### src/rtl/lse_pkg.sv
// Package for the light sensor status and configuration register logic.
// Shared by the register bank, the host model and the bench; no other assumptions.
package lse_pkg;

    // Register offsets as seen on the internal register port
    localparam logic [7:0] ADDR_STATUS   = 8'h00;
    localparam logic [7:0] ADDR_MAIN_CFG = 8'h01;
    localparam logic [7:0] ADDR_RECV_CFG = 8'h02;

    // Reset values
    localparam logic [7:0] RST_STATUS   = 8'h04;
    localparam logic [7:0] RST_MAIN_CFG = 8'h24;
    localparam logic [7:0] RST_RECV_CFG = 8'h00;

    // Field positions
    localparam int POS_LIGHT_FLAG = 0;
    localparam int POS_POWER_FLAG = 2;
    localparam int POS_EVT_EN     = 0;
    localparam int POS_MODE_LO    = 2;
    localparam int POS_TRIM_SEL   = 5;
    localparam int POS_GAIN_LO    = 0;
    localparam int POS_TIME_LO    = 2;

    // Operating modes of the measurement path
    localparam logic [1:0] MODE_SHUTDOWN = 2'h0;
    localparam logic [1:0] MODE_G_MINUS_IR = 2'h1;
    localparam logic [1:0] MODE_GREEN = 2'h2;
    localparam logic [1:0] MODE_IR = 2'h3;

    // Integration times in ns and cycle counts at 100 MHz
    localparam int unsigned CLK_PERIOD_NS = 10;
    localparam int unsigned INTEG_T0_NS   = 100000000;
    localparam int unsigned INTEG_T1_NS   = 25000000;
    localparam int unsigned INTEG_T2_NS   = 6250000;
    localparam int unsigned INTEG_T3_NS   = 1562500;
    localparam int unsigned INTEG_T0_CYC  = INTEG_T0_NS / CLK_PERIOD_NS;
    localparam int unsigned INTEG_T1_CYC  = INTEG_T1_NS / CLK_PERIOD_NS;
    localparam int unsigned INTEG_T2_CYC  = INTEG_T2_NS / CLK_PERIOD_NS;
    localparam int unsigned INTEG_T3_CYC  = INTEG_T3_NS / CLK_PERIOD_NS;

    // Result resolution in bits per integration time code
    localparam logic [3:0] RES_T0 = 4'hE;
    localparam logic [3:0] RES_T1 = 4'hC;
    localparam logic [3:0] RES_T2 = 4'hA;
    localparam logic [3:0] RES_T3 = 4'h8;

    // Consecutive triggers needed per persist code
    localparam logic [4:0] PERSIST_P0 = 5'h01;
    localparam logic [4:0] PERSIST_P1 = 5'h02;
    localparam logic [4:0] PERSIST_P2 = 5'h04;
    localparam logic [4:0] PERSIST_P3 = 5'h10;

    // One raw reading pair from the converters
    typedef struct packed {
        logic        valid;
        logic        overflow;
        logic [13:0] green;
        logic [13:0] ir;
    } lse_raw_t;

    // Register-port request from the serial interface engine
    typedef struct packed {
        logic       wr;
        logic       rd;
        logic [7:0] addr;
        logic [7:0] wdata;
    } lse_req_t;

endpackage : lse_pkg

### src/rtl/lse_sticky_flag.sv
// Sticky flag cell: set by hardware events, cleared by software actions.
// Assumes set and clear are one-cycle, synchronous to clock.
`timescale 1ns/100ps
module lse_sticky_flag #(
    parameter logic RST_VAL = 1'b0
) (
    input  wire logic clock,   // System clock
    input  wire logic sys_rst, // Asynchronous reset, active high
    input  wire logic set,     // Event that sets the flag
    input  wire logic clr,     // Clear request
    output logic      flag_d,  // Next value, for same-cycle users
    output logic      flag_q   // Registered flag
);

    // Set wins over clear so an event in the clearing cycle survives
    always_comb
    begin
        flag_d = flag_q;
        if (clr)
            flag_d = 1'b0;
        if (set)
            flag_d = 1'b1;
    end

    always_ff @(posedge clock or posedge sys_rst)
    begin
        if (sys_rst)
            flag_q <= RST_VAL;
        else
            flag_q <= flag_d;
    end

endmodule : lse_sticky_flag

### src/rtl/lse_regs.sv
// Status and configuration registers of the light sensor with event logic.
// Assumes a serial interface engine drives one-cycle read and write strobes,
// and that converter readings arrive as one-cycle valid pulses.
`timescale 1ns/100ps
module lse_regs #(
    parameter int unsigned INTEG_CYC_0 = lse_pkg::INTEG_T0_CYC, // Cycles for time code 00
    parameter int unsigned INTEG_CYC_1 = lse_pkg::INTEG_T1_CYC, // Cycles for time code 01
    parameter int unsigned INTEG_CYC_2 = lse_pkg::INTEG_T2_CYC, // Cycles for time code 10
    parameter int unsigned INTEG_CYC_3 = lse_pkg::INTEG_T3_CYC  // Cycles for time code 11
) (
    input  wire logic              clock,              // System clock, 100 MHz
    input  wire logic              sys_rst,            // Asynchronous reset, active high
    input  wire lse_pkg::lse_req_t req,                // Register read/write strobes
    output logic [7:0]             rdata_q,            // Read data, valid cycle after rd
    input  wire logic              supply_glitch,      // Supply glitch detected, pulse
    input  wire lse_pkg::lse_raw_t raw,                // Converter readings
    input  wire logic [13:0]       upper_thresh,       // Window upper limit
    input  wire logic [13:0]       lower_thresh,       // Window lower limit
    input  wire logic [1:0]        persist_count_select, // Persist code
    input  wire logic [6:0]        green_fine_gain,    // User green fine gain
    input  wire logic [8:0]        infrared_fine_gain, // User infrared fine gain
    input  wire logic [6:0]        green_factory_gain, // Factory green gain
    input  wire logic [8:0]        ir_factory_gain,    // Factory infrared gain
    output logic                   int_n_o_q,          // Interrupt pin output value
    output logic                   int_oe_n_q,         // Interrupt pin enable, low drives
    output logic                   thresh_default_q,   // Pulse: restore threshold defaults
    output logic [6:0]             green_gain_q,       // Applied green gain
    output logic [8:0]             ir_gain_q,          // Applied infrared gain
    output logic                   analog_en_q,        // Analog front end enable
    output logic [1:0]             light_gain_select_q, // Front-end gain code
    output logic [13:0]            result_q,           // Selected, masked result
    output logic                   result_valid_q,     // Pulse: result_q updated
    output logic                   conv_start_q,       // Pulse: start of integration
    output logic [3:0]             sar_bit_q,          // Bit being resolved
    output logic                   sar_busy_q          // Successive approximation active
);

    // Register state
    logic [7:0]  main_cfg_q, main_cfg_d;
    logic [7:0]  recv_cfg_q, recv_cfg_d;
    logic [7:0]  rdata_d;
    logic        thresh_default_d;
    logic        status_rd, main_wr;
    logic        pwr_flag_d, pwr_flag_q, evt_flag_d, evt_flag_q;
    logic        evt_set, evt_clr;
    logic        evt_en;
    logic [1:0]  mode, tsel;
    logic [3:0]  res_bits;
    logic [13:0] res_mask;
    logic [4:0]  persist_need;

    assign evt_en = main_cfg_q[lse_pkg::POS_EVT_EN];
    assign mode   = main_cfg_q[lse_pkg::POS_MODE_LO +: 2];
    assign tsel   = recv_cfg_q[lse_pkg::POS_TIME_LO +: 2];
    assign status_rd = req.rd && (req.addr == lse_pkg::ADDR_STATUS);
    assign main_wr   = req.wr && (req.addr == lse_pkg::ADDR_MAIN_CFG);

    // Resolution and persist lookups
    always_comb
    begin
        case (tsel)
            2'h0: res_bits = lse_pkg::RES_T0;
            2'h1: res_bits = lse_pkg::RES_T1;
            2'h2: res_bits = lse_pkg::RES_T2;
            2'h3: res_bits = lse_pkg::RES_T3;
            default: res_bits = lse_pkg::RES_T0;
        endcase
        res_mask = 14'(({15'h0000, 1'b1} << res_bits) - 16'h0001);
        case (persist_count_select)
            2'h0: persist_need = lse_pkg::PERSIST_P0;
            2'h1: persist_need = lse_pkg::PERSIST_P1;
            2'h2: persist_need = lse_pkg::PERSIST_P2;
            2'h3: persist_need = lse_pkg::PERSIST_P3;
            default: persist_need = lse_pkg::PERSIST_P0;
        endcase
    end

    // Register writes and read mux; reserved bits read as zero
    always_comb
    begin
        main_cfg_d = main_cfg_q;
        recv_cfg_d = recv_cfg_q;
        rdata_d    = rdata_q;
        thresh_default_d = supply_glitch;
        if (main_wr)
            main_cfg_d = req.wdata & 8'h2D;
        if (req.wr && (req.addr == lse_pkg::ADDR_RECV_CFG))
            recv_cfg_d = req.wdata & 8'h0F;
        if (req.rd)
        begin
            case (req.addr)
                lse_pkg::ADDR_STATUS:   rdata_d = {5'h00, pwr_flag_q, 1'b0, evt_flag_q};
                lse_pkg::ADDR_MAIN_CFG: rdata_d = main_cfg_q;
                lse_pkg::ADDR_RECV_CFG: rdata_d = recv_cfg_q;
                default:                rdata_d = 8'h00;
            endcase
        end
    end

    always_ff @(posedge clock or posedge sys_rst)
    begin
        if (sys_rst)
        begin
            main_cfg_q       <= lse_pkg::RST_MAIN_CFG;
            recv_cfg_q       <= lse_pkg::RST_RECV_CFG;
            rdata_q          <= 8'h00;
            thresh_default_q <= 1'b0;
        end
        else
        begin
            main_cfg_q       <= main_cfg_d;
            recv_cfg_q       <= recv_cfg_d;
            rdata_q          <= rdata_d;
            thresh_default_q <= thresh_default_d;
        end
    end

    // Power flag: reset value set, glitch sets, only a status read clears
    lse_sticky_flag #(
        .RST_VAL (lse_pkg::RST_STATUS[lse_pkg::POS_POWER_FLAG])
    ) u_pwr_flag (
        .clock   (clock),
        .sys_rst (sys_rst),
        .set     (supply_glitch),
        .clr     (status_rd),
        .flag_d  (pwr_flag_d),
        .flag_q  (pwr_flag_q)
    );

    // Light flag: disable clears and holds it low, a read clears it
    assign evt_clr = status_rd || !evt_en || (main_wr && !req.wdata[lse_pkg::POS_EVT_EN]);
    lse_sticky_flag #(
        .RST_VAL (lse_pkg::RST_STATUS[lse_pkg::POS_LIGHT_FLAG])
    ) u_evt_flag (
        .clock   (clock),
        .sys_rst (sys_rst),
        .set     (evt_set && !(main_wr && !req.wdata[lse_pkg::POS_EVT_EN])),
        .clr     (evt_clr),
        .flag_d  (evt_flag_d),
        .flag_q  (evt_flag_q)
    );

    // Pin follows the next flag value so it changes with the flags
    always_ff @(posedge clock or posedge sys_rst)
    begin
        if (sys_rst)
        begin
            int_n_o_q  <= 1'b0;
            int_oe_n_q <= 1'b1;
        end
        else
        begin
            int_n_o_q  <= 1'b0;
            int_oe_n_q <= !(pwr_flag_d || evt_flag_d);
        end
    end

    // Result selection, masking and window comparison with persistence
    logic [13:0] sel_d, result_d;
    logic [14:0] diff;
    logic        result_valid_d, trig;
    logic [4:0]  persist_q, persist_d;

    always_comb
    begin
        diff = {1'b0, raw.green} - {1'b0, raw.ir};
        case (mode)
            lse_pkg::MODE_G_MINUS_IR: sel_d = diff[14] ? 14'h0000 : diff[13:0];
            lse_pkg::MODE_GREEN:      sel_d = raw.green;
            lse_pkg::MODE_IR:         sel_d = raw.ir;
            default:                  sel_d = 14'h0000;
        endcase
        result_valid_d = raw.valid && (mode != lse_pkg::MODE_SHUTDOWN);
        result_d       = result_valid_d ? (sel_d & res_mask) : result_q;
        trig      = (result_d > upper_thresh) || (result_d < lower_thresh);
        persist_d = persist_q;
        evt_set   = 1'b0;
        if (!evt_en)
            persist_d = 5'h00;
        else if (result_valid_d)
        begin
            if (raw.overflow)
                evt_set = 1'b1;
            if (trig)
            begin
                if (persist_q < persist_need)
                    persist_d = persist_q + 5'h01;
                if ((persist_q + 5'h01) >= persist_need)
                    evt_set = 1'b1;
            end
            else
                persist_d = 5'h00;
        end
    end

    always_ff @(posedge clock or posedge sys_rst)
    begin
        if (sys_rst)
        begin
            result_q       <= 14'h0000;
            result_valid_q <= 1'b0;
            persist_q      <= 5'h00;
        end
        else
        begin
            result_q       <= result_d;
            result_valid_q <= result_valid_d;
            persist_q      <= persist_d;
        end
    end

    // Gain source, analog enable and front-end gain code
    logic [6:0] green_gain_d;
    logic [8:0] ir_gain_d;
    always_comb
    begin
        if (main_cfg_q[lse_pkg::POS_TRIM_SEL])
        begin
            green_gain_d = green_factory_gain;
            ir_gain_d    = ir_factory_gain;
        end
        else
        begin
            green_gain_d = green_fine_gain;
            ir_gain_d    = infrared_fine_gain;
        end
    end

    always_ff @(posedge clock or posedge sys_rst)
    begin
        if (sys_rst)
        begin
            green_gain_q        <= 7'h00;
            ir_gain_q           <= 9'h000;
            analog_en_q         <= 1'b0;
            light_gain_select_q <= 2'h0;
        end
        else
        begin
            green_gain_q        <= green_gain_d;
            ir_gain_q           <= ir_gain_d;
            analog_en_q         <= (mode != lse_pkg::MODE_SHUTDOWN);
            light_gain_select_q <= recv_cfg_q[lse_pkg::POS_GAIN_LO +: 2];
        end
    end

    // Integration period divider and MSB-first bit sequencer
    logic [23:0] integ_cnt_q, integ_cnt_d, integ_last;
    logic        conv_start_d, sar_busy_d;
    logic [3:0]  sar_bit_d;
    always_comb
    begin
        case (tsel)
            2'h0: integ_last = 24'(INTEG_CYC_0 - 1);
            2'h1: integ_last = 24'(INTEG_CYC_1 - 1);
            2'h2: integ_last = 24'(INTEG_CYC_2 - 1);
            2'h3: integ_last = 24'(INTEG_CYC_3 - 1);
            default: integ_last = 24'(INTEG_CYC_0 - 1);
        endcase
        conv_start_d = 1'b0;
        integ_cnt_d  = integ_cnt_q + 24'h000001;
        if (mode == lse_pkg::MODE_SHUTDOWN)
            integ_cnt_d = 24'h000000;
        else if (integ_cnt_q >= integ_last)
        begin
            integ_cnt_d  = 24'h000000;
            conv_start_d = 1'b1;
        end
        sar_bit_d  = sar_bit_q;
        sar_busy_d = sar_busy_q;
        if (conv_start_d)
        begin
            sar_bit_d  = res_bits - 4'h1;
            sar_busy_d = 1'b1;
        end
        else if (sar_busy_q)
        begin
            if (sar_bit_q == 4'h0)
                sar_busy_d = 1'b0;
            else
                sar_bit_d = sar_bit_q - 4'h1;
        end
    end

    always_ff @(posedge clock or posedge sys_rst)
    begin
        if (sys_rst)
        begin
            integ_cnt_q  <= 24'h000000;
            conv_start_q <= 1'b0;
            sar_bit_q    <= 4'h0;
            sar_busy_q   <= 1'b0;
        end
        else
        begin
            integ_cnt_q  <= integ_cnt_d;
            conv_start_q <= conv_start_d;
            sar_bit_q    <= sar_bit_d;
            sar_busy_q   <= sar_busy_d;
        end
    end
endmodule : lse_regs

### config.mk
export PLATFORM = sky130hd
export DESIGN_NAME = lse_regs
export DESIGN_NICKNAME = d
export VERILOG_FILES = /design/src/rtl/lse_pkg.sv /design/src/rtl/lse_sticky_flag.sv /design/src/rtl/lse_regs.sv
export SDC_FILE = /design/constraint.sdc
export NUM_CORES = 1
export LEC_CHECK = 0
export ABC_AREA = 1
export BUFFER_PORTS_ARGS = -buffer_cell sky130_fd_sc_hd__buf_2
export CORE_UTILIZATION = 30
export DETAILED_ROUTE_END_ITERATION = 16
export PLACE_DENSITY = 0.47
export SLEW_MARGIN = 20
export SYNTH_ARGS = -nofsm -noshare
export SYNTH_HDL_FRONTEND = slang
export SYNTH_HIERARCHICAL = 1
export SYNTH_SLANG_ARGS = --single-unit
export TNS_END_PERCENT = 10
### constraint.sdc
create_clock -name clock -period 3.85 [get_ports clock]
set_input_delay 0.77 -clock clock [delete_from_list [all_inputs] [get_ports clock]]
set_output_delay 0.77 -clock clock [all_outputs]
set_load 0.01 [all_outputs]
==> results of run 1 <==
==> through the flow <==
stage,hold WS [ps],worst slack [ps],area (sq um),cells
after floorplan,369,11.6,6140,775
after global placement,393,-598,7600,1236
after detailed placement,394,-615,7600,1236
after CTS,257,1.11,8090,1254
after global routing,269,-29.8,8290,1256
final,272,163,8290,1256
==> timing repair <==
action,in CTS,in global routing
endpoints found under the setup margin,7,7
resized for setup,34,42
setup buffers,3,3
pin swaps,22,32
==> registers in the layout, indices dropped and copies added (netlist names) <==
name                 count
thresh_default_q         1
result_q                14
result_valid_q           1
ir_gain_q                9
conv_start_q             1
sar_busy_q               1
rdata_q                  5
integ_cnt_q             24
light_gain_select_q      2
main_cfg_q               4
green_gain_q             7
recv_cfg_q               4
u_evt_flag/flag_q        1
int_oe_n_q               1
analog_en_q              1
persist_q                5
u_pwr_flag/flag_q        1
sar_bit_q                4
==> synth_stat cells (7+ instances only) <==
cell | number | area (sq um)
sky130_fd_sc_hd__nand2_1 | 182 | 683
sky130_fd_sc_hd__inv_1 | 114 | 428
sky130_fd_sc_hd__dfrtp_1 | 82 | 2050
sky130_fd_sc_hd__ha_1 | 80 | 1000
sky130_fd_sc_hd__nor2_1 | 61 | 229
sky130_fd_sc_hd__a21oi_1 | 55 | 275
sky130_fd_sc_hd__o21ai_0 | 31 | 155
sky130_fd_sc_hd__nand3_1 | 17 | 85.1
sky130_fd_sc_hd__nand4_1 | 16 | 100
sky130_fd_sc_hd__xor2_1 | 11 | 96.3
sky130_fd_sc_hd__clkbuf_1 | 9 | 33.8
sky130_fd_sc_hd__nor2_2 | 8 | 50.1
sky130_fd_sc_hd__a221oi_1 | 7 | 61.3
sky130_fd_sc_hd__nor3_1 | 7 | 35.0
==> layout by cell type, fill, tap and decap left out, types with 11 or more instances in the layout <==
| cell | Yosys | routed |
|---|---|---|
| sky130_fd_sc_hd__nand2_1 | 182 | 177 |
| sky130_fd_sc_hd__nor2_1 | 61 | 59 |
| sky130_fd_sc_hd__inv_1 | 114 | 106 |
| sky130_fd_sc_hd__nand4_1 | 16 | 16 |
| sky130_fd_sc_hd__dfrtp_1 | 82 | 82 |
| sky130_fd_sc_hd__ha_1 | 80 | 69 |
| sky130_fd_sc_hd__ha_4 | 0 | 11 |
| sky130_fd_sc_hd__a21oi_1 | 55 | 40 |
| sky130_fd_sc_hd__a21oi_2 | 0 | 13 |
| sky130_fd_sc_hd__buf_4 | 4 | 53 |
| sky130_fd_sc_hd__buf_2 | 0 | 156 |
| sky130_fd_sc_hd__nand3_1 | 17 | 14 |
| sky130_fd_sc_hd__o21ai_0 | 31 | 21 |
==> worst register-to-register path: stages (launching register included) <==
cell and delay [ps]:
sky130_fd_sc_hd__dfrtp_1 430, sky130_fd_sc_hd__inv_1 140, sky130_fd_sc_hd__ha_1 250, sky130_fd_sc_hd__inv_1 160, sky130_fd_sc_hd__o21ai_0 190, sky130_fd_sc_hd__ha_1 330, sky130_fd_sc_hd__a21oi_1 140, sky130_fd_sc_hd__nor2_1 60
sky130_fd_sc_hd__a211oi_1 160, sky130_fd_sc_hd__nor2_1 60, sky130_fd_sc_hd__a211oi_1 300, sky130_fd_sc_hd__nand3_1 110, sky130_fd_sc_hd__nand2_1 180, sky130_fd_sc_hd__inv_1 120, sky130_fd_sc_hd__o21ai_0 230, sky130_fd_sc_hd__ha_1 210
sky130_fd_sc_hd__nand3_1 70, sky130_fd_sc_hd__nand2_1 60, sky130_fd_sc_hd__o22ai_1 60
==> where the power goes <==
part           internal, mW  switching (mW)  total (mW)
combinational         0.476           0.540        1.02
sequential            0.983          0.0584        1.04
clock                 0.521           0.429       0.950
==> layout make-up <==
type | count | area (sq um)
flip-flops and latches | 86 | 2160
fillers | 2036 | 11400
repair buffers | 213 | 1230
inverters | 119 | 449
clock inverters | 7 | 87.6
well taps | 265 | 332
clock buffers | 9 | 225
multi-input cells | 557 | 3800
==> logic make-up (layout without fill, tap and decap cells) <==
| logic type | count (synthesis) | after routing | share of synthesized area (%) |
|---|---|---|---|
| AOI/OAI and AO/OA | 130 | 130 | 12.9 |
| xor gates and xnor gates | 16 | 16 | 2.30 |
| adders and majority gates | 81 | 81 | 16.7 |
| buffers and inverters | 132 | 348 | 8.38 |
| DFF | 86 | 86 | 35.3 |
| muxes | 2 | 2 | 0.369 |
| other | 1 | 4 | 0.0614 |
| and+or+nand+nor | 324 | 324 | 23.9 |
==> layer usage <==
layer,up-vias,wire (um),share of wire [%],global-route usage [%]
met5,-,0,0,0
met4,0,229,1.3,5.10
met3,14,1010,5.9,3.65
met2,145,7480,43,26.8
met1,2547,8570,50,23.4
li1,2978,-,-,-
==> worst max-delay path by stage <==
stage             from  slack (ps)    endpoint
3_5_place_dp    raw[2]        -610  int_oe_n_q
4_1_cts        raw[14]           1  int_oe_n_q
6_report       raw[14]         160  int_oe_n_q
5_1_grt        raw[10]         -30  int_oe_n_q
3_3_place_gp    raw[2]        -600  int_oe_n_q
2_1_floorplan   raw[3]          10  int_oe_n_q
==> results.txt, run 1 <==
----------------------------------------------------
[Outcome]
  Outcome ... finished clean

[Worst setup path]
  WS Path Type ... in2reg
  Slowest-stage cell, CP ... sky130_fd_sc_hd__o41ai_4
  Cell type with the highest occurrence count on the critical path ... sky130_fd_sc_hd__nand2_1
  Critical path data required time ... 4140 ps
  Cell count along the critical path ... 26
  Bufs and invs on worst path ... 7
  Critical-path maximum fanout ... 5
  Register-to-register setup slack ... 460 ps
  End of the worst register-to-register path ... sar_bit_q[2]
  Max stage delay on crit path ... 360 ps
  Kind of end point of the critical path ... flop
  Reg2reg path depth ... 18
  Reg2Reg Launch Point ... recv_cfg_q[2]
  Element type at the critical path start ... primary input
  Kind of cell with the highest combined delay on the critical path ... compound AO/OA/AOI/OAI gates
  Endpoint arrival time on the critical path ... 3970 ps

[Power and ir drop]
  Total leakage power ... 4.40 nW
  Maximum ir drop on the vdd rail ... 0.210 mV
  Total design power ... 3.01 mW
  Power density over the cells ... 363 mW/mm^2

[Detailed routing]
  Iteration count of the initial detailed-routing pass ... 4
  DRT Wirelength ... 17.3 mm
  Detail-routed via count per cell ... 4.53
  Residual DRC ... 0
  Total vias in the final route ... 5684
  Drt first-iter violations ... 196
  Antenna Nets Post-Route ... 0
  WL/cell ... 13.8 um

[CTS]
  Insertion delay of the later-clocked pin in the worst-skew pair ... 350 ps
  Clock tree root buffer cell ... sky130_fd_sc_hd__clkbuf_16
  TritonCTS Buffers ... 9
  CTS clk-pin slew, worst paths ... 80 ps
  Number of buffers on the longest clock path ... 2
  Total number of H-tree levels ... 3
  Number of sinks handled by clock tree synthesis ... 86
  CTS Hold Bufs ... 0
  Clock tree from TritonCTS ... built

[Placement]
  Count of input and output buffers ... 156
  Final GP Congestion ... 0.833
  Total half-perimeter wirelength after legalization and detailed placement ... 13.8 mm

[Yosys]
  Sequential cell area fraction in the yosys report ... 35.3%
  Synthesized netlist cell count ... 772
  #FFs+latches synth ... 86
  Async set or reset register ratio after synthesis ... 100%
  Post-synth design cell area ... 0.00610 sq mm
  Count of warnings emitted by yosys ... 6
  Mean cell area of the mapped netlist ... 7.91 sq um
  EDFF count, synth ... 0
  Leading register cell type out of synthesis ... sky130_fd_sc_hd__dfrtp_1
  Library cells used by synthesis ... 54

[STA]
  Slew margin rel. ... 37.6%
  Final setup violation count ... 0
  Fin crit share ... 95.8%
  Final count of pins violating max slew ... 0
  Clock Skews ... 7.40 ps
  Tightest Pin Transition ... 935 ps
  Final period demand of the worst path ... 3690 ps
  Fmax ... 0.271 GHz
  Final total negative setup slack ... 0 ps
  Hold violation count in the final report ... 0
  Setup repair after global routing missed its margin ... true

[Global routing]
  Maximum number of pins on one net before global-route repair ... 50
  Gr usage total ... 17.1%
  Global-route wire length before repair ... 27.2 mm
  Via count of the first global-routing pass ... 5530
  Number of antenna violations at the first check in global routing ... 0
  Total global routing overflow ... 0

[Flow run]
  # Max-Cap Violations ... 0

[Die]
  Die boundary width ... 145 um
  Die outline height ... 145 um
  Number of rows created at floorplan ... 51
  Total die area ... 0.0209 sq mm
  Number of placed I/O pins ... 164
  Area inside the core boundary ... 0.0197 sq mm
  Initial core utilization ... 31.0%

[Layout]
  Share of final-layout standard cells stronger than drive strength 1 ... 33.4%
  Post-layout util ... 42.0%
  Net count reported at finish ... 1180
  Area Growth Syn to Fin ... 35.7%
  Diodes inserted ... 0

[Worst hold path]
  Class of the most critical hold timing path ... in2async

----------------------------------------------------
No activity file was read; power rests on OpenSTA's default activity.
==> inputs of run 2 (changes only) <==
--- a/config.mk
+++ b/config.mk
@@ -9,6 +9,8 @@
 export BUFFER_PORTS_ARGS = -buffer_cell sky130_fd_sc_hd__buf_2
 export CORE_UTILIZATION = 30
 export DETAILED_ROUTE_END_ITERATION = 16
+export GPL_ROUTABILITY_DRIVEN = 1
+export MAX_ROUTING_LAYER = met4
 export PLACE_DENSITY = 0.47
 export SLEW_MARGIN = 20
 export SYNTH_ARGS = -nofsm -noshare
==> results.txt, run 2 (synthesis results as in run 1) <==
----------------------------------------------------
[Detailed routing]
  Total vias in the final route ... 5683 (-0.018%)
  Detail-routed via count per cell ... 4.52 (about the same)
  Residual DRC ... 0 (unchanged)
  Antenna Nets Post-Route ... 0 (unchanged)
  WL/cell ... 13.8 um (about the same)
  DRT Wirelength ... 17.3 mm (about the same)
  Drt first-iter violations ... 197 (+0.51%)
  Iteration count of the initial detailed-routing pass ... 4 (unchanged)

[CTS]
  Clock tree from TritonCTS ... built
  Number of buffers on the longest clock path ... 2 (unchanged)
  CTS clk-pin slew, worst paths ... 80 ps (about the same)
  TritonCTS Buffers ... 9 (unchanged)
  Clock tree root buffer cell ... sky130_fd_sc_hd__clkbuf_16
  Number of sinks handled by clock tree synthesis ... 86 (unchanged)
  CTS Hold Bufs ... 0 (unchanged)
  Total number of H-tree levels ... 3 (unchanged)
  Insertion delay of the later-clocked pin in the worst-skew pair ... 350 ps (about the same)

[Power and ir drop]
  Power density over the cells ... 363 mW/mm^2 (about the same)
  Total leakage power ... 4.40 nW (unchanged)
  Maximum ir drop on the vdd rail ... 0.209 mV (-0.62%)

[Flow run]
  # Max-Cap Violations ... 0 (unchanged)

[Global routing]
  Global-route wire length before repair ... 27.2 mm (about the same)
  Maximum number of pins on one net before global-route repair ... 50 (unchanged)
  Total global routing overflow ... 0 (unchanged)
  Number of antenna violations at the first check in global routing ... 0 (unchanged)
  Gr usage total ... 17.6% (+0.52 points)
  Via count of the first global-routing pass ... 5528 (-0.036%)

[STA]
  Slew margin rel. ... 37.6% (about the same)
  Hold violation count in the final report ... 0 (unchanged)
  Setup repair after global routing missed its margin ... true
  Final total negative setup slack ... 0 ps (unchanged)
  Final period demand of the worst path ... 3690 ps (+4.53 ps)
  Fin crit share ... 95.9% (+0.12 points)
  Final setup violation count ... 0 (unchanged)
  Tightest Pin Transition ... 935 ps (+0.182 ps)
  Fmax ... 0.271 GHz (-0.12%)
  Final count of pins violating max slew ... 0 (unchanged)
  Clock Skews ... 7.07 ps (-0.333 ps)

[Die]
  Number of placed I/O pins ... 164 (unchanged)
  Total die area ... 0.0209 sq mm (unchanged)
  Initial core utilization ... 31.0% (unchanged)
  Die outline height ... 145 um (unchanged)
  Area inside the core boundary ... 0.0197 sq mm (unchanged)
  Number of rows created at floorplan ... 51 (unchanged)
  Die boundary width ... 145 um (unchanged)

[Worst setup path]
  Slowest-stage cell, CP ... sky130_fd_sc_hd__o41ai_4
  Critical-path maximum fanout ... 5 (unchanged)
  Kind of end point of the critical path ... flop
  Bufs and invs on worst path ... 7 (unchanged)
  WS Path Type ... in2reg
  Cell type with the highest occurrence count on the critical path ... sky130_fd_sc_hd__nand2_1
  Max stage delay on crit path ... 360 ps (about the same)
  Element type at the critical path start ... primary input
  Endpoint arrival time on the critical path ... 3980 ps (about the same)
  Kind of cell with the highest combined delay on the critical path ... compound AO/OA/AOI/OAI gates
  Critical path data required time ... 4130 ps (about the same)

[Layout]
  Largest registers ... integ_cnt_q (24), result_q (14), ir_gain_q (9)
  Post-layout util ... 42.0% (unchanged)
  Share of final-layout standard cells stronger than drive strength 1 ... 33.4% (unchanged)
  Most flop-heavy register ... integ_cnt_q
  Net count reported at finish ... 1180 (unchanged)
  Number of flip-flops in the largest register ... 24 (unchanged)
  Area Growth Syn to Fin ... 35.7% (unchanged)
  Commonest cells after routing, fill and taps aside ... 177 x sky130_fd_sc_hd__nand2_1, 156 x sky130_fd_sc_hd__buf_2, 106 x sky130_fd_sc_hd__inv_1
  Diodes inserted ... 0 (unchanged)
  Most common cell after layout, fill and taps aside ... sky130_fd_sc_hd__nand2_1

[Placement]
  Final GP Congestion ... 0.846 (+1.5%)
  Total half-perimeter wirelength after legalization and detailed placement ... 13.8 mm (unchanged)
  Count of input and output buffers ... 156 (unchanged)

[Outcome]
  Outcome ... finished clean

[Worst hold path]
  Class of the most critical hold timing path ... in2async

----------------------------------------------------
run 2: cell counts in the layout (fill, tap and decap cells not counted):
No cell type changed its count.
run 2: layout make-up:
class,instances,area (sq um)
repair buffers,213,1230
multi-input cells,557,3800
flip-flops and latches,86,2160
inverters,119,449
well taps,265,332
clock inverters,7,87.6
fillers,2036,11400
clock buffers,9,225
run 2: per-layer routing:
metal  wire, um  GRT usage [%]  vias up  part of all wire, %
met4        214           5.10        0                  1.2
met3        847           2.99       14                  4.9
met2       7490           26.8      146                   43
li1           -              -     2979                    -
met1       8740           23.8     2544                   51
met5          0              -        -                    0
run 2: worst register-to-register path, stage by stage, from the launching register on:
cell	delay, ps
sky130_fd_sc_hd__dfrtp_1	430
sky130_fd_sc_hd__inv_1	140
sky130_fd_sc_hd__ha_1	250
sky130_fd_sc_hd__inv_1	160
sky130_fd_sc_hd__o21ai_0	190
sky130_fd_sc_hd__ha_1	330
sky130_fd_sc_hd__a21oi_1	130
sky130_fd_sc_hd__nor2_1	60
sky130_fd_sc_hd__a211oi_1	160
sky130_fd_sc_hd__nor2_1	60
sky130_fd_sc_hd__a211oi_1	300
sky130_fd_sc_hd__nand3_1	110
sky130_fd_sc_hd__nand2_1	180
sky130_fd_sc_hd__inv_1	120
sky130_fd_sc_hd__o21ai_0	230
sky130_fd_sc_hd__ha_1	210
sky130_fd_sc_hd__nand3_1	70
sky130_fd_sc_hd__nand2_1	60
sky130_fd_sc_hd__o22ai_1	60
run 2: through the flow:
stage	power, mW	setup WS (ps)	instance area (sq um)	hold WS, ps	cells
after floorplan	1.57	11.6	6140	369	775
final	3.01	158	8290	273	1256
after global routing	3.24	-29.8	8290	269	1256
after detailed placement	1.97	-615	7600	394	1236
after CTS	3.00	1.11	8090	257	1254
after global placement	1.96	-598	7600	393	1236
run 2: final timing paths:
| kind | start | end | slack [ps] | cells past startpoint |
|---|---|---|---|---|
| worst max-delay path | raw[14] | int_oe_n_q | 160 | 26 |
| worst min-delay path | sys_rst | u_evt_flag/flag_q | 270 | 2 |
| worst max register to register | recv_cfg_q[2] | sar_bit_q[2] | 470 | 18 |
| worst min register to register | recv_cfg_q[1] | light_gain_select_q[1] | 410 | 0 |
| max in group asynchronous | sys_rst | integ_cnt_q[15] | 2510 | 3 |
| min in group clock | recv_cfg_q[1] | light_gain_select_q[1] | 410 | 0 |
run 2: repair_timing:
action	CTS	global route
gates cloned	0	0
setup endpoints to repair	7	7
setup buffers	3	3
resized for setup	34	42
pin swaps	22	32
run 2: where the power goes:
group          switching (mW)  internal [mW]
sequential             0.0576          0.983
clock                   0.428          0.521
combinational           0.540          0.476
==> inputs of run 3 (changes only) <==
--- a/config.mk
+++ b/config.mk
@@ -11,10 +11,9 @@
 export DETAILED_ROUTE_END_ITERATION = 16
 export GPL_ROUTABILITY_DRIVEN = 1
 export MAX_ROUTING_LAYER = met4
-export PLACE_DENSITY = 0.47
+export PLACE_DENSITY = 0.48
 export SLEW_MARGIN = 20
 export SYNTH_ARGS = -nofsm -noshare
 export SYNTH_HDL_FRONTEND = slang
-export SYNTH_HIERARCHICAL = 1
 export SYNTH_SLANG_ARGS = --single-unit
 export TNS_END_PERCENT = 10
==> results.txt, run 3 <==
----------------------------------------------------
[Global routing]
  Total global routing overflow ... 0 (unchanged)
  Global-route wire length before repair ... 27.1 mm (-0.35%)
  Maximum number of pins on one net before global-route repair ... 40 (-20%)
  Number of antenna violations at the first check in global routing ... 2 (+2)
  Gr usage total ... 17.5% (-0.13 points)
  Via count of the first global-routing pass ... 5421 (-1.9%)

[Worst setup path]
  Critical-path maximum fanout ... 4 (-1)
  Slowest-stage cell, CP ... sky130_fd_sc_hd__ha_1
  WS Path Type ... in2reg
  Bufs and invs on worst path ... 5 (-2)
  Element type at the critical path start ... primary input
  Endpoint arrival time on the critical path ... 4020 ps (+40 ps)
  Kind of end point of the critical path ... flop
  Reg2reg path depth ... 17 (-1)
  Kind of cell with the highest combined delay on the critical path ... simple AND/OR/NAND/NOR gates
  Cell count along the critical path ... 29 (+12%)
  Reg2Reg Launch Point ... recv_cfg_q[2]
  Critical path data required time ... 4120 ps (about the same)
  End of the worst register-to-register path ... sar_bit_q[2]
  Cell type with the highest occurrence count on the critical path ... sky130_fd_sc_hd__nand2_2
  Register-to-register setup slack ... 430 ps (-40 ps)
  Max stage delay on crit path ... 310 ps (-50 ps)

[Worst hold path]
  Hold Startpoint ... recv_cfg_q[0]
  Class of the most critical hold timing path ... reg2reg
  Hold Path Stages ... 0
  End point of the most critical hold path ... light_gain_select_q[0]

[Yosys]
  Async set or reset register ratio after synthesis ... 100% (unchanged)
  Synthesized netlist cell count ... 770 (-0.26%)
  Mean cell area of the mapped netlist ... 7.89 sq um (-0.17%)
  Fraction of post-synthesis cell area in the top cell type by area ... 33.8% (+0.15 points)
  Post-synth design cell area ... 0.00608 sq mm (-0.43%)
  Post-synth top cells ... 179 x sky130_fd_sc_hd__nand2_1, 108 x sky130_fd_sc_hd__inv_1, 82 x sky130_fd_sc_hd__dfrtp_1, 80 x sky130_fd_sc_hd__ha_1, 61 x sky130_fd_sc_hd__nor2_1
  Count of warnings emitted by yosys ... 0 (-6)
  Synth area leaders ... sky130_fd_sc_hd__dfrtp_1 34%, sky130_fd_sc_hd__ha_1 16%, sky130_fd_sc_hd__nand2_1 11%, sky130_fd_sc_hd__inv_1 6.7%, sky130_fd_sc_hd__a21oi_1 4.2%
  Sequential cell area fraction in the yosys report ... 35.5% (+0.15 points)
  #FFs+latches synth ... 86 (unchanged)
  Dominant cell type by area after synthesis ... sky130_fd_sc_hd__dfrtp_1
  Most frequently used cell type in the post-synthesis netlist ... sky130_fd_sc_hd__nand2_1
  EDFF count, synth ... 0 (unchanged)
  Leading register cell type out of synthesis ... sky130_fd_sc_hd__dfrtp_1
  Library cells used by synthesis ... 50 (-7.4%)

[Die]
  Number of placed I/O pins ... 164 (unchanged)
  Initial core utilization ... 30.9% (-0.033 points)
  Area inside the core boundary ... 0.0197 sq mm (-0.32%)
  Total die area ... 0.0208 sq mm (-0.43%)
  Die outline height ... 144 um (-0.21%)
  Number of rows created at floorplan ... 51 (unchanged)
  Die boundary width ... 144 um (-0.21%)

[Placement]
  Number of cells in the design after placement ... 1240 (+0.32%)
  Total half-perimeter wirelength after legalization and detailed placement ... 13.2 mm (-3.7%)
  Final GP Congestion ... 0.843 (-0.28%)
  Count of input and output buffers ... 156 (unchanged)

[Layout]
  Number of flip-flops in the largest register ... 24 (unchanged)
  Most flop-heavy register ... integ_cnt_q
  Most common cell after layout, fill and taps aside ... sky130_fd_sc_hd__nand2_1
  Share of final-layout standard cells stronger than drive strength 1 ... 34.0% (+0.64 points)
  Net count reported at finish ... 1185 (+0.42%)
  Largest registers ... integ_cnt_q (24), result_q (14), ir_gain_q (9)
  Non-filler instance count after layout ... 1263 (+0.56%)
  Commonest cells after routing, fill and taps aside ... 165 x sky130_fd_sc_hd__nand2_1, 151 x sky130_fd_sc_hd__buf_2, 98 x sky130_fd_sc_hd__inv_1
  Area Growth Syn to Fin ... 35.7% (about the same)

[CTS]
  TritonCTS Buffers ... 9 (unchanged)
  Clock tree from TritonCTS ... built
  Number of sinks handled by clock tree synthesis ... 86 (unchanged)
  Total number of H-tree levels ... 3 (unchanged)
  CTS clk-pin slew, worst paths ... 70 ps (about the same)
  Insertion delay of the later-clocked pin in the worst-skew pair ... 350 ps (about the same)
  CTS Hold Bufs ... 0 (unchanged)
  Number of buffers on the longest clock path ... 2 (unchanged)
  Clock tree root buffer cell ... sky130_fd_sc_hd__clkbuf_16

[Detailed routing]
  DRT Wirelength ... 16.8 mm (-2.6%)
  Iteration count of the initial detailed-routing pass ... 4 (unchanged)
  WL/cell ... 13.3 um (-3.1%)
  Detail-routed via count per cell ... 4.52 (about the same)
  Antenna Nets Post-Route ... 0 (unchanged)
  Total vias in the final route ... 5713 (+0.53%)
  Residual DRC ... 0 (unchanged)
  Drt first-iter violations ... 161 (-18%)

[STA]
  Setup repair after global routing missed its margin ... true
  Hold violation count in the final report ... 0 (unchanged)
  Slew margin rel. ... 53.2% (+16 points)
  Final period demand of the worst path ... 3740 ps (+49.4 ps)
  Tightest Pin Transition ... 701 ps (-234 ps)
  Final hold slack ... 404 ps (+131 ps)
  Final count of pins violating max slew ... 0 (unchanged)
  Fin crit share ... 97.2% (+1.3 points)
  Fmax ... 0.267 GHz (-1.3%)
  Final setup violation count ... 0 (unchanged)
  Clock Skews ... 10.0 ps (+2.93 ps)

[Flow run]
  # Max-Cap Violations ... 0 (unchanged)

[Power and ir drop]
  Total design power ... 3.09 mW (+2.9%)
  Power density over the cells ... 375 mW/mm^2 (+3.4%)
  Maximum ir drop on the vdd rail ... 0.209 mV (+0.24%)
  Total leakage power ... 4.32 nW (-1.7%)

[Outcome]
  Outcome ... finished clean

----------------------------------------------------
==> run 3: cell type report <==
type                    count  area, sq um
flip-flops and latches     86         2160
diodes                      2         5.00
fillers                  2064        11400
multi-input cells         561         3730
repair buffers            221         1310
inverters                 112          432
clock buffers              10          229
clock inverters             6         53.8
well taps                 265          332
==> run 3: how the worst max path moves through the flow <==
| stage | startpoint | to |
|---|---|---|
| 6_report | raw[18] | persist_q[0] |
| 5_1_grt | raw[18] | persist_q[0] |
| 2_1_floorplan | raw[14] | persist_q[0] |
| 4_1_cts | raw[0] | persist_q[0] |
| 3_3_place_gp | raw[14] | persist_q[0] |
| 3_5_place_dp | raw[0] | persist_q[0] |
==> run 3: cells by family after synthesis <==
family	share of synthesized area, %
other	0.0617
AO/OA/AOI/OAI	12.7
flip-flops	35.5
adder cells (fa/ha/maj)	16.8
AND/OR/NAND/NOR	23.9
buffers and inverters	8.05
XOR/XNOR	2.59
multiplexers	0.370
==> run 3: metrics by stage <==
step           area [sq um]  TNS (ps)  setup slack (ps)  utilization [%]
3_3_place_gp           7590     -2530              -432             38.6
2_1_floorplan          6100         0              54.4                -
4_1_cts                7910         0              2.46             40.2
5_1_grt                8250      -197             -83.0             42.0
6_report               8250         0               109             42.0
3_5_place_dp           7590     -2890              -483             38.6
==> run 3: report_power, final <==
group | internal [mW] | switching, mW | total (mW)
Sequential | 0.997 | 0.0761 | 1.07
Clock | 0.450 | 0.402 | 0.852
Combinational | 0.546 | 0.622 | 1.17
==> run 3: worst register-to-register path, cell delays in order (launching register included) <==
cell and delay [ps]:
sky130_fd_sc_hd__dfrtp_1 490, sky130_fd_sc_hd__inv_1 130, sky130_fd_sc_hd__ha_1 290, sky130_fd_sc_hd__nor2_1 360, sky130_fd_sc_hd__ha_1 330, sky130_fd_sc_hd__a21oi_1 170, sky130_fd_sc_hd__o21a_1 140, sky130_fd_sc_hd__nor2_1 40
sky130_fd_sc_hd__a211oi_1 150, sky130_fd_sc_hd__o21ai_0 140, sky130_fd_sc_hd__nand2_1 170, sky130_fd_sc_hd__inv_1 100, sky130_fd_sc_hd__nand2_1 60, sky130_fd_sc_hd__o21ai_0 110, sky130_fd_sc_hd__ha_1 230, sky130_fd_sc_hd__or2_2 290
sky130_fd_sc_hd__nand3_1 70, sky130_fd_sc_hd__nand2_1 50
==> run 3: repair_timing <==
action	CTS	global route
pin swaps	2	47
gates resized for setup	10	76
endpoints found under the hold margin	0	0
endpoints found under the setup margin	6	7
setup buffers	1	5
==> run 3: metal layers <==
layer | share of wire [%] | vias up | track usage [%]
li1 | - | 2988 | -
met1 | 50 | 2587 | 23.8
met2 | 45 | 126 | 26.3
met3 | 3.9 | 12 | 2.62
met4 | 1.4 | 0 | 5.82
met5 | 0 | - | -
